[src/ccw_pkg.sv]
/*
  Package for the 16-bit capture/compare timer: register offsets, field positions,
  reset values and the carrier structs shared by the timer files.
  Assumes a word-wide register port with no byte lanes.
*/
package ccw_pkg;

  // ==========================================================================
  // Register offsets (word index on the register port)
  // ==========================================================================
  localparam logic [3:0] CCW_OFS_CTRL   = 4'h0;
  localparam logic [3:0] CCW_OFS_MODE   = 4'h1;
  localparam logic [3:0] CCW_OFS_IOC0   = 4'h2;
  localparam logic [3:0] CCW_OFS_IOC1   = 4'h3;
  localparam logic [3:0] CCW_OFS_IEN    = 4'h4;
  localparam logic [3:0] CCW_OFS_STAT   = 4'h5;
  localparam logic [3:0] CCW_OFS_CNT    = 4'h6;
  localparam logic [3:0] CCW_OFS_GRA    = 4'h8;
  localparam logic [3:0] CCW_OFS_GRB    = 4'h9;
  localparam logic [3:0] CCW_OFS_GRC    = 4'ha;
  localparam logic [3:0] CCW_OFS_GRD    = 4'hb;

  // ==========================================================================
  // Field positions
  // ==========================================================================
  localparam int CCW_CTRL_CKS_LO  = 0;   // clock_select bits 2..0
  localparam int CCW_CTRL_CLR     = 7;   // clear_on_match_a
  localparam int CCW_MODE_BUFA    = 4;   // buffer_enable_a
  localparam int CCW_MODE_BUFB    = 5;   // buffer_enable_b
  localparam int CCW_STAT_OVF     = 7;   // overflow flag / enable; bits 3..0 are a..d

  // ==========================================================================
  // Reset values
  // ==========================================================================
  localparam logic [15:0] CCW_CNT_RST = 16'h0000;
  localparam logic [15:0] CCW_GR_RST  = 16'hffff;
  localparam logic [7:0]  CCW_REG8_RST = 8'h00;

  // ==========================================================================
  // Carriers
  // ==========================================================================
  typedef struct packed {
    logic [3:0]  addr;
    logic [15:0] wdata;
    logic        wr;
    logic        rd;
  } ccw_bus_req_t;

  // io_control nibble: bit2 = capture, bits1:0 = compare action / capture edge
  typedef struct packed {
    logic       capture;
    logic [1:0] sel;
  } ccw_ioc_t;

endpackage : ccw_pkg

[src/ccw_prescaler.sv]
/*
  Count-tick generator: picks one of six clock divisions or an external
  clock edge. Assumes ext_clk_i is synchronous to core_clk_i.
*/
`timescale 1ns/1ps
module ccw_prescaler
  import ccw_pkg::*;
#(
  parameter int DIV_W = 8
)(
  // Clock and reset
  input  wire logic       core_clk_i,
  input  wire logic       reset_i,
  input  wire logic       clk_en_i,
  // Control
  input  wire logic [2:0] sel_i,
  input  wire logic       ext_clk_i,
  // Tick
  output logic            tick_o
);

  typedef struct packed {
    logic [DIV_W-1:0] div;
    logic             ext_q;
  } ccw_pre_state_t;

  ccw_pre_state_t state_reg;
  ccw_pre_state_t state_next;
  logic           tick;

  // ==========================================================================
  // Divider and tick select
  // ==========================================================================
  always_comb
  begin
    state_next       = state_reg;
    state_next.div   = state_reg.div + 1'b1;
    state_next.ext_q = ext_clk_i;
    unique case (sel_i)
      3'h0: tick = 1'b1;
      3'h1: tick = state_reg.div[0];
      3'h2: tick = &state_reg.div[1:0];
      3'h3: tick = &state_reg.div[2:0];
      3'h4: tick = &state_reg.div[4:0];
      3'h5: tick = &state_reg.div[DIV_W-1:0];
      3'h6: tick = ext_clk_i & ~state_reg.ext_q;
      default: tick = ext_clk_i & ~state_reg.ext_q;
    endcase
  end

  assign tick_o = tick & clk_en_i;

  always_ff @(posedge core_clk_i or posedge reset_i)
  begin
    if (reset_i)
      state_reg <= '0;
    else if (clk_en_i)
      state_reg <= state_next;
  end

endmodule : ccw_prescaler

[src/ccw_edge_detect.sv]
/*
  Capture-edge detector for the four capture inputs.
  Assumes the capture pins are synchronous to core_clk_i.
*/
`timescale 1ns/1ps
module ccw_edge_detect
  import ccw_pkg::*;
#(
  parameter int N = 4
)(
  // Clock and reset
  input  wire logic         core_clk_i,
  input  wire logic         reset_i,
  input  wire logic         clk_en_i,
  // Pins and edge choice (00 rise, 01 fall, 1x both)
  input  wire logic [N-1:0] pin_i,
  input  wire logic [2*N-1:0] edge_sel_i,
  // Detected edges
  output logic [N-1:0]      hit_o
);

  logic [N-1:0] prev_reg;

  genvar g;
  generate
    for (g = 0; g < N; g++)
    begin : g_edge
      logic rise;
      logic fall;
      assign rise = pin_i[g] & ~prev_reg[g];
      assign fall = ~pin_i[g] & prev_reg[g];
      assign hit_o[g] = clk_en_i & (edge_sel_i[2*g+1] ? (rise | fall)
                                   : (edge_sel_i[2*g] ? fall : rise));
    end
  endgenerate

  always_ff @(posedge core_clk_i or posedge reset_i)
  begin
    if (reset_i)
      prev_reg <= '0;
    else if (clk_en_i)
      prev_reg <= pin_i;
  end

endmodule : ccw_edge_detect

[src/ccw_timer.sv]
/*
  16-bit capture/compare timer: up-counter, four general registers working as
  output compare or input capture, buffer pairing C->A and D->B, counter clear
  on match A, status flags with enables and one interrupt line.
  Assumes a CPU on a simple word register port; all inputs synchronous.
*/
// Our own choices: the address-and-strobe port and the address map.
`timescale 1ns/1ps

// Overview of operation
// RQ1: Readable writable 16-bit counter, selectable count clock
// RQ2: Clear counter on match A when enabled
// RQ3: Counter wrap to zero sets overflow flag
// RQ4: Overflow interrupt when overflow enable set
// RQ5: Software uses word accesses on counter only
// RQ6: Counter resets to zero
// RQ7: Four general registers, compare or capture each
// RQ8: Compare match sets the register's flag
// RQ9: Compare match interrupts when its enable set
// RQ10: Compare output action chosen by io control
// RQ11: Capture loads counter and sets flag
// RQ12: Capture interrupts when its enable set
// RQ13: Capture edge chosen by io control
// RQ14: C and D buffer A and B
// RQ15: Compare match A copies C into A
// RQ16: Capture A moves old A into C
// RQ17: Software uses word accesses on general registers
// RQ18: General registers reset to all ones
// RQ19: Flags stay set until written zero
module ccw_timer
  import ccw_pkg::*;
#(
  parameter int DIV_W = 8
)(
  // Clock and reset
  input  wire logic        core_clk_i,
  input  wire logic        reset_i,
  input  wire logic        clk_en_i,
  // Register port
  input  wire logic [3:0]  addr_i,
  input  wire logic [15:0] wdata_i,
  input  wire logic        wr_i,
  input  wire logic        rd_i,
  output logic      [15:0] rdata_o,
  // Pins
  input  wire logic        ext_clk_i,
  input  wire logic [3:0]  capture_i,
  output logic      [3:0]  compare_o,
  // Interrupt
  output logic             irq_o
);

  // ==========================================================================
  // State
  // ==========================================================================
  typedef struct packed {
    logic [7:0]       ctrl;
    logic [7:0]       mode;
    logic [7:0]       ioc0;
    logic [7:0]       ioc1;
    logic [7:0]       ien;
    logic [7:0]       stat;
    logic [15:0]      cnt;
    logic [3:0][15:0] gr;
    logic [3:0]       cmp_out;
    logic [15:0]      rdata;
    logic             irq;
  } ccw_state_t;

  ccw_state_t   state_reg;
  ccw_state_t   state_next;
  ccw_bus_req_t req;
  logic         tick;
  logic [3:0]   cap_hit;
  logic [7:0]   edge_sel;

  // Nibble k of io_control_0/1 describes general register k
  function automatic ccw_ioc_t ioc_of(input logic [7:0] i0, input logic [7:0] i1, input int k);
    logic [3:0] nib;
    nib = (k < 2) ? ((k == 0) ? i0[3:0] : i0[7:4]) : ((k == 2) ? i1[3:0] : i1[7:4]);
    ioc_of = ccw_ioc_t'(nib[2:0]);
  endfunction : ioc_of

  assign req = '{addr: addr_i, wdata: wdata_i, wr: wr_i, rd: rd_i};

  genvar g;
  generate
    for (g = 0; g < 4; g++)
    begin : g_sel
      ccw_ioc_t io_g;
      assign io_g                = ioc_of(state_reg.ioc0, state_reg.ioc1, g);
      assign edge_sel[2*g+1:2*g] = io_g.sel;                                    // [RQ13]
    end
  endgenerate

  // ==========================================================================
  // Submodules
  // ==========================================================================
  ccw_prescaler #(.DIV_W(DIV_W)) u_pre (
    .core_clk_i (core_clk_i),
    .reset_i    (reset_i),
    .clk_en_i   (clk_en_i),
    .sel_i      (state_reg.ctrl[CCW_CTRL_CKS_LO +: 3]), // [RQ1]
    .ext_clk_i  (ext_clk_i),
    .tick_o     (tick)
  );

  ccw_edge_detect #(.N(4)) u_edge (
    .core_clk_i (core_clk_i),
    .reset_i    (reset_i),
    .clk_en_i   (clk_en_i),
    .pin_i      (capture_i),
    .edge_sel_i (edge_sel),
    .hit_o      (cap_hit)
  );

  // ==========================================================================
  // Next-state logic
  // ==========================================================================
  always_comb
  begin
    logic [3:0]  match;
    logic [3:0]  cap;
    logic [3:0]  ev;
    logic        ovf_ev;
    logic        clr_a;
    logic [15:0] cnt_now;
    ccw_ioc_t    io;
    match      = '0;
    cap        = '0;
    ev         = '0;
    ovf_ev     = 1'b0;
    clr_a      = 1'b0;
    cnt_now    = state_reg.cnt;
    io         = '0;
    state_next = state_reg;
    state_next.rdata = '0;

    // Register writes first so that hardware events below win over them
    if (req.wr)
    begin
      unique case (req.addr)
        CCW_OFS_CTRL: state_next.ctrl = req.wdata[7:0];
        CCW_OFS_MODE: state_next.mode = req.wdata[7:0];
        CCW_OFS_IOC0: state_next.ioc0 = req.wdata[7:0];
        CCW_OFS_IOC1: state_next.ioc1 = req.wdata[7:0];
        CCW_OFS_IEN:  state_next.ien  = req.wdata[7:0];
        CCW_OFS_STAT: state_next.stat = state_reg.stat & req.wdata[7:0]; // [RQ19]
        CCW_OFS_CNT:  state_next.cnt  = req.wdata;                        // [RQ1]
        CCW_OFS_GRA:  state_next.gr[0] = req.wdata;
        CCW_OFS_GRB:  state_next.gr[1] = req.wdata;
        CCW_OFS_GRC:  state_next.gr[2] = req.wdata;
        CCW_OFS_GRD:  state_next.gr[3] = req.wdata;
        default: ;
      endcase
    end

    if (req.rd)
    begin
      unique case (req.addr)
        CCW_OFS_CTRL: state_next.rdata = {8'h00, state_reg.ctrl};
        CCW_OFS_MODE: state_next.rdata = {8'h00, state_reg.mode};
        CCW_OFS_IOC0: state_next.rdata = {8'h00, state_reg.ioc0};
        CCW_OFS_IOC1: state_next.rdata = {8'h00, state_reg.ioc1};
        CCW_OFS_IEN:  state_next.rdata = {8'h00, state_reg.ien};
        CCW_OFS_STAT: state_next.rdata = {8'h00, state_reg.stat};
        CCW_OFS_CNT:  state_next.rdata = state_reg.cnt;
        CCW_OFS_GRA:  state_next.rdata = state_reg.gr[0];
        CCW_OFS_GRB:  state_next.rdata = state_reg.gr[1];
        CCW_OFS_GRC:  state_next.rdata = state_reg.gr[2];
        CCW_OFS_GRD:  state_next.rdata = state_reg.gr[3];
        default:      state_next.rdata = '0;
      endcase
    end

    // Compare and capture, per general register
    for (int k = 0; k < 4; k++)
    begin
      io = ioc_of(state_reg.ioc0, state_reg.ioc1, k);             // [RQ7]
      if (io.capture)
        cap[k] = cap_hit[k];                                      // [RQ11]
      else
        match[k] = tick & (state_reg.cnt == state_reg.gr[k]);     // [RQ8]
      if (match[k])
      begin
        unique case (io.sel)                                      // [RQ10]
          2'h0: state_next.cmp_out[k] = state_reg.cmp_out[k];
          2'h1: state_next.cmp_out[k] = 1'b0;
          2'h2: state_next.cmp_out[k] = 1'b1;
          2'h3: state_next.cmp_out[k] = ~state_reg.cmp_out[k];
        endcase
      end
      if (cap[k])
        state_next.gr[k] = cnt_now;                               // [RQ11]
      ev[k] = match[k] | cap[k];
    end

    // Buffer pairs: C behind A, D behind B
    for (int k = 0; k < 2; k++)
    begin
      if (state_reg.mode[CCW_MODE_BUFA + k])                      // [RQ14]
      begin
        if (match[k])
          state_next.gr[k] = state_reg.gr[k+2];                   // [RQ15]
        if (cap[k])
          state_next.gr[k+2] = state_reg.gr[k];                   // [RQ16]
      end
    end

    // Counter
    clr_a = match[0] & state_reg.ctrl[CCW_CTRL_CLR];
    if (tick)
    begin
      if (clr_a)
        state_next.cnt = CCW_CNT_RST;                             // [RQ2]
      else
      begin
        state_next.cnt = state_reg.cnt + 16'h0001;
        ovf_ev         = (state_reg.cnt == 16'hffff);             // [RQ3]
      end
    end

    // Sticky flags: set wins over a software clear in the same cycle
    state_next.stat[3:0] = state_next.stat[3:0] | ev;             // [RQ19]
    if (ovf_ev)
      state_next.stat[CCW_STAT_OVF] = 1'b1;                       // [RQ3]

    state_next.irq = |(state_next.stat & state_next.ien);         // [RQ4] [RQ9] [RQ12]
  end

  // ==========================================================================
  // Registers
  // ==========================================================================
  always_ff @(posedge core_clk_i or posedge reset_i)
  begin
    if (reset_i)
    begin
      state_reg       <= '0;
      state_reg.cnt   <= CCW_CNT_RST;                             // [RQ6]
      state_reg.gr    <= {4{CCW_GR_RST}};                         // [RQ18]
      state_reg.ctrl  <= CCW_REG8_RST;
    end
    else if (clk_en_i)
      state_reg <= state_next;
  end

  assign rdata_o   = state_reg.rdata;
  assign compare_o = state_reg.cmp_out;
  assign irq_o     = state_reg.irq;

endmodule : ccw_timer

[config.mk]
export PLATFORM = sky130hd
export DESIGN_NAME = ccw_timer
export DESIGN_NICKNAME = d
export VERILOG_FILES = /design/src/ccw_pkg.sv /design/src/ccw_prescaler.sv /design/src/ccw_edge_detect.sv /design/src/ccw_timer.sv
export SDC_FILE = /design/constraint.sdc
export NUM_CORES = 1
export LEC_CHECK = 0
export ABC_AREA = 1
export BUFFER_PORTS_ARGS = -buffer_cell sky130_fd_sc_hd__buf_2
export CAP_MARGIN = 5
export CORE_MARGIN = 1
export CORE_UTILIZATION = 45
export DETAILED_ROUTE_END_ITERATION = 12
export GPL_ROUTABILITY_DRIVEN = 0
export PLACE_DENSITY = 0.69
export SETUP_SLACK_MARGIN = 0.1
export SLEW_MARGIN = 25
export SYNTH_ARGS = -nofsm -noshare
export SYNTH_HDL_FRONTEND = slang
export SYNTH_SLANG_ARGS = --single-unit
[constraint.sdc]
create_clock -name core_clk_i -period 8.03 [get_ports core_clk_i]
set_clock_uncertainty 0.1 [all_clocks]
set_input_delay 1.606 -clock core_clk_i [delete_from_list [all_inputs] [get_ports core_clk_i]]
set_output_delay 1.606 -clock core_clk_i [all_outputs]
set_load 0.01 [all_outputs]
==> results of run 1 <==
[cell type report]
type / count / share of cell area, %
inverters: 171 / 5.609
clock buffers: 23 / 4.285
multi-input cells: 1068 / 47.66
well taps: 319 / 3.435
flip-flops and latches: 162 / 35.57
repair buffers: 57 / 2.627
clock inverters: 9 / 0.8075
[worst max-delay path: cells and delay by family]
kind | cells | cell delay (ns)
AND/OR/NAND/NOR | 2 | 0.48
buffers and inverters | 4 | 0.90
AO/OA/AOI/OAI | 3 | 1.04
[final timing paths]
check	startpoint	endpoint	slack (ns)	cells past startpoint
max	addr_i[3]	state_reg[87]	4.19	9
min	rdata_o[7]	rdata_o[7]	0.37	2
max reg2reg	u_pre.state_reg[1]	state_reg[23]	5.15	17
min reg2reg	rdata_o[7]	rdata_o[7]	0.37	2
max in group asynchronous	reset_i	state_reg[94]	5.13	3
min in group asynchronous	reset_i	u_edge.prev_reg[3]	1.26	2
[synth_stat cells (3+ instances only)]
library cell | count | share of area (%)
a211oi_1 | 9 | 0.62
a21oi_1 | 69 | 3.2
a221oi_1 | 12 | 0.97
a22o_1 | 3 | 0.24
a22oi_1 | 8 | 0.55
a31oi_1 | 7 | 0.40
buf_1 | 4 | 0.14
buf_2 | 21 | 0.97
buf_4 | 31 | 2.1
buf_6 | 4 | 0.41
clkbuf_1 | 44 | 1.5
dfrtp_1 | 98 | 23
dfstp_2 | 64 | 15
ha_1 | 13 | 1.5
inv_1 | 150 | 5.2
inv_2 | 17 | 0.59
nand2_1 | 359 | 12
nand2_2 | 4 | 0.23
nand3_1 | 63 | 2.9
nand3b_1 | 3 | 0.21
nand4_1 | 15 | 0.86
nor2_1 | 77 | 2.7
nor2_2 | 8 | 0.46
nor3_1 | 5 | 0.23
nor4_1 | 3 | 0.17
o2111ai_1 | 3 | 0.24
o211ai_1 | 44 | 3.0
o211ai_2 | 10 | 1.1
o21a_1 | 3 | 0.21
o21ai_0 | 200 | 9.2
o21ai_1 | 53 | 2.4
o221ai_1 | 22 | 1.8
o22ai_1 | 39 | 2.2
xnor2_1 | 12 | 0.97
xor2_1 | 10 | 0.80
[power by group]
group	internal (uW)	switching, uW
sequential	1090	317
combinational	411	767
clock	472	363
[layer usage]
metal	GRT usage, %	vias up
li1	-	5049
met4	13.41	0
met3	6.443	106
met2	45.74	725
met5	0	-
met1	43.52	5260
[cell usage in the layout, fill, tap and decap left out, types with 3 or more instances in the layout]
cell       count
a22o_1         3
nor2_2         8
o21a_1         3
xnor2_1       12
buf_2         49
nand3b_1       3
clkbuf_8       5
o21ai_1       53
nand2_1      358
o221ai_1      22
inv_2         17
a211oi_1       9
o2111ai_1      3
clkbuf_16     17
buf_4          8
nand2_2        5
inv_1        149
a22oi_1        8
dfrtp_1       98
o211ai_2      10
nor2_1        77
inv_6          4
o22ai_1       39
nor4_1         3
nand3_1       63
o211ai_1      44
clkinv_2       3
nor3_1         5
a221oi_1      12
o21ai_0      200
a21oi_1       69
ha_1          13
a31oi_1        7
xor2_1        10
nand4_1       15
dfstp_2       64
[through the flow]
stage / instances / setup WS [ns]
5_1_grt: 1809 / 3.963
6_report: 1809 / 4.187
2_1_floorplan: 1506 / 2.053
3_5_place_dp: 1777 / 3.849
3_3_place_gp: 1777 / 3.864
4_1_cts: 1809 / 4.287
[cell families after synthesis]
kind of cell,Yosys count
buffers and inverters,276
adder cells (fa/ha/maj),13
AO/OA/AOI/OAI,487
flip-flops,162
AND/OR/NAND/NOR,546
XOR/XNOR,22
==> results.py, run 1 <==
metrics = {
    "floorplan": {
        "core_area_um2": 23610,
        "rows": 56,
        "dieWidth_um": 157.5,
        "fp.dieH_um": 157.5,
        "die_area_um2": 24820,
        "io_pins": 51,
        "initial_utilization_pct": 46.10,
    },
    "critical_path": {
        "endpoint_kind": "flop",
        "cp-start-kind": "input pin",
        "crit_path_top_delay_cell": "o21ai_2",
        "cp_common_cell": "inv_1",
        "crit_path_max_fanout": 18,
        "critical_path_class": "input pin to flop",
        "cp_slowest_stage_delay_ns": 0.76,
        "path_cells": "buf_2 > inv_1 > nand2_1 > nor2_2 > inv_1 > o21ai_2 > inv_2 > a21oi_1 > a22oi_1",
        "required_ns": 8.24,
        "worstPathArrival_ns": 4.05,
    },
    "route": {
        "drc": 0,
        "antenna_left": 0,
        "dr_wl_met3_um": 4563,
        "wl_per_cell_um": 20.56,
        "viasPerCell": 6.158,
        "top_layer": "met4",
        "drt_wl_total_um": 37200,
        "drtIter0Drc": 1714,
        "met2_length_um": 15870,
        "drt_pass1_iterations": 6,
        "met1_length_um": 15330,
        "vias": 11140,
    },
    "outcome": {
        "status": "completed",
    },
    "synth": {
        "synthSimpleGateAreaFrac_pct": 20.92,
        "synth_top_flop_cell": "dfrtp_1",
        "ys_seq_area_share_pct": 37.98,
        "synth_adder_area_share_pct": 1.494,
        "synth-edff-count": 0,
        "synth_top_family_by_area": "compound AO/OA/AOI/OAI gates",
        "synth-seq-cells": 162,
        "syn_inst": 1506,
        "synth_compound_area_share_pct": 26.68,
        "synth-async-reset-ratio_pct": 100.0,
        "ys_warn_count": 0,
        "synth-xor-area-share_pct": 1.770,
        "syn_area_per_cell_um2": 7.228,
        "syn_nets": 1549,
        "synth.distinct_cells": 49,
        "syn_area_um2": 10890,
        "yosys-mux-area-fraction_pct": 0,
    },
    "layout": {
        "multi_input_area_um2": 5539,
        "largest_register_ffs": 116,
        "drive_gt1_share_pct": 13.89,
        "final_nets": 1520,
        "regArea_um2": 4134,
        "diodes": 0,
        "syn_to_final_growth_pct": 6.758,
        "design_area_um2": 11620,
        "fillCellCount": 2320,
        "final_core_util_pct": 49.22,
    },
    "clock_network": {
        "cts_sinks": 162,
        "cts_buffers": 17,
        "clockBufferDepth": 2,
        "cts_root_buf": "clkbuf_16",
        "cts_tree": "yes",
        "clkTransAtPathRegs_ns": 0.07,
        "htree_levels": 4,
        "clkLatencyLatePin_ns": 0.44,
        "cts_resized": 0,
        "cts_setup_buffers": 0,
        "hold_buffers": 0,
    },
    "sta": {
        "timing.setup.tns_ns": 0,
        "max-slew-margin-rel_pct": 30.16,
        "slew_viol_final": 0,
        "timing.final.crit_share_pct": 47.86,
        "rsz0062_at_grt": "no",
        "finalHoldViolCount": 0,
        "fin_crit_ns": 3.843,
        "hold_ws_ns": 0.3748,
        "fmax_ghz": 0.2602,
        "setup_viol": 0,
        "tightestPinTransition_ns": 1.045,
    },
    "global_route": {
        "grt_pass1_vias": 10153,
        "grt_max_degree": 101,
        "overflow": 0,
        "track_usage_pct": 30.97,
        "grt_first_pass_wirelength_um": 57770,
        "antenna_found_initial": 0,
    },
    "power_and_ir_drop": {
        "p_leak_uw": 0.005185,
        "ir_drop_mv": 0.1638,
        "pwr_density_cell_nw_per_um2": 294.2,
        "p_total_uw": 3419,
    },
    "hold_path": {
        "worstHoldPathType": "flop to flop",
    },
    "place": {
        "hpwl_um": 26190,
        "dpl-instance-area_um2": 11030,
        "io_buffers": 50,
    },
    "job": {
        "cap_violations": 0,
    },
}
No activity file was read; power rests on OpenSTA's default activity.
==> inputs of run 2 (changes only) <==
ABC_AREA = 0   (was 1)
clock period = 4 ns   (was 8.03 ns; I/O delays follow)
==> run 2 against run 1 <==
Final cell count down 15%. Design area up 2.1%. Wire length down 7.2%. Count of clock-buffer cells in the layout down 3. Critical path depth down 2. Sequential power up 120%. Via count down 12%. Non-clock buffer count up 21. Largest cell class unchanged. Largest power group unchanged. Global-route usage down 2.4 points.
==> results.py, run 2 <==
metrics = {
    "floorplan": {
        "dieWidth_um": 158.1,
        "fp.dieH_um": 158.1,
        "io_pins": 51,
        "core_area_um2": 23680,
        "rows": 56,
        "die_area_um2": 24990,
        "initial_utilization_pct": 46.30,
    },
    "place": {
        "io_buffers": 50,
        "dpl-instance-area_um2": 11260,
        "hpwl_um": 23090,
        "place_inst": 1501,
    },
    "layout": {
        "largest_register_ffs": 116,
        "layout.cells.non_filler": 1534,
        "layout_commonest_cell": "nor2_1",
        "final_core_util_pct": 50.09,
        "final_nets": 1244,
        "final_cell_mix": "nor2_1, a21oi_1, dfrtp_1",
        "syn_to_final_growth_pct": 8.193,
        "drive_gt1_share_pct": 19.60,
        "design_area_um2": 11860,
    },
    "route": {
        "drc": 0,
        "drt_pass1_iterations": 6,
        "viasPerCell": 6.405,
        "wl_per_cell_um": 22.50,
        "antenna_left": 0,
        "drt_wl_total_um": 34510,
        "drtIter0Drc": 1246,
        "vias": 9826,
    },
    "global_route": {
        "overflow": 0,
        "grt_max_degree": 163,
        "antenna_found_initial": 2,
        "track_usage_pct": 28.55,
        "grt_first_pass_wirelength_um": 53510,
        "grt_pass1_vias": 9138,
    },
    "hold_path": {
        "worstHoldPathType": "flop to flop",
        "hold_depth": 1,
    },
    "sta": {
        "fin_crit_ns": 3.136,
        "rsz0062_at_grt": "no",
        "setup_viol": 0,
        "finalHoldViolCount": 0,
        "timing.setup.tns_ns": 0,
        "timing.final.crit_share_pct": 78.41,
        "fmax_ghz": 0.3188,
        "slew_viol_final": 0,
        "tightestPinTransition_ns": 0.9281,
        "max-slew-margin-rel_pct": 38.13,
        "hold_ws_ns": 0.3768,
    },
    "synth": {
        "synth.distinct_cells": 65,
        "synth_top_area_share_pct": 22.37,
        "synth-async-reset-ratio_pct": 100.0,
        "yosys.cell_count.top_type": "nor2_1",
        "syn_area_per_cell_um2": 8.892,
        "syn_nets": 1276,
        "syn_inst": 1233,
        "synth-edff-count": 0,
        "ys_seq_area_share_pct": 37.70,
        "synth-seq-cells": 162,
        "synth_top_flop_cell": "dfrtp_1",
        "synth_area_leader_cell": "dfrtp_1",
        "ys_warn_count": 0,
        "yosys-top-cells-count": "nor2_1, a21oi_1, dfrtp_1",
        "syn_area_um2": 10960,
        "synthTopCellsByArea": "dfrtp_1, dfstp_2, mux2i_1",
    },
    "clock_network": {
        "cts_root_buf": "clkbuf_16",
        "hold_buffers": 0,
        "clkLatencyLatePin_ns": 0.44,
        "cts_resized": 0,
        "cts_setup_buffers": 0,
        "clkTransAtPathRegs_ns": 0.07,
        "clockBufferDepth": 2,
        "htree_levels": 4,
        "cts_sinks": 162,
        "cts_buffers": 17,
        "cts_tree": "yes",
    },
    "critical_path": {
        "rr_worst_depth": 7,
        "cp-start-kind": "flop",
        "critical_path_class": "flop to flop",
        "endpoint_kind": "flop",
        "crit_path_max_fanout": 16,
        "required_ns": 4.24,
        "worstPathArrival_ns": 3.37,
    },
    "power_and_ir_drop": {
        "p_leak_uw": 0.005128,
        "pwr_density_cell_nw_per_um2": 594.2,
        "ir_drop_mv": 0.3547,
    },
    "outcome": {
        "status": "completed",
    },
    "job": {
        "cap_violations": 0,
    },
}
[run 2: logic make-up after synthesis]
group	Yosys count	synth area share, %
adder cells (fa/ha/maj)	13	1.484
buffers and inverters	156	6.527
AO/OA/AOI/OAI	351	20.91
XOR/XNOR	69	5.512
multiplexers	143	13.73
flip-flops	162	37.70
AND/OR/NAND/NOR	339	14.14
[run 2: stage by stage]
stage,setup WS [ns],total power (uW)
finish,0.8636,7049
global route,0.6644,7402
CTS,0.9258,6992
detailed placement,0.7377,5259
global placement,0.8175,5190
floorplan,1.095,4554
[run 2: power by group]
part	switching (uW)	internal [uW]	total (uW)
registers	924	2250	3170
logic	1120	1040	2160
clock network	716	1000	1720
[run 2: final timing paths]
path | to | from | slack [ns]
min in group asynchronous | u_pre.state_reg[8] | reset_i | 0.49
worst max-delay path | state_reg[29] | state_reg[87] | 0.86
max in group asynchronous | state_reg[96] | reset_i | 2.60
worst min-delay path | rdata_o[15] | rdata_o[15] | 0.38
worst min register to register | rdata_o[15] | rdata_o[15] | 0.38
worst max register to register | state_reg[29] | state_reg[87] | 0.86
[run 2: cell type report]
type,instances,area (um2)
inverters,27,105.1
clock buffers,20,446.7
fillers,2249,11820
clock inverters,12,155.1
well taps,319,399.1
flip-flops and latches,162,4134
diodes,1,2.502
repair buffers,78,475.5
multi-input cells,915,6145
[run 2: critical path, cell delays in order, from the launching register on]
cell and delay [ns]:
dfrtp_1 0.75, xor2_1 0.16, nor4_1 0.28, nand3_1 0.16, nor4_4 0.48, nand3_2 0.63, mux2i_1 0.38, a21oi_1 0.10
[run 2: per-layer routing]
metal | GRT usage (%) | vias up | part of all wire, %
met4 | 15.80 | 2 | 4.9
li1 | - | 4385 | -
met2 | 41.83 | 624 | 44
met5 | 0 | - | 0.038
met3 | 5.530 | 134 | 10
met1 | 39.33 | 4681 | 41
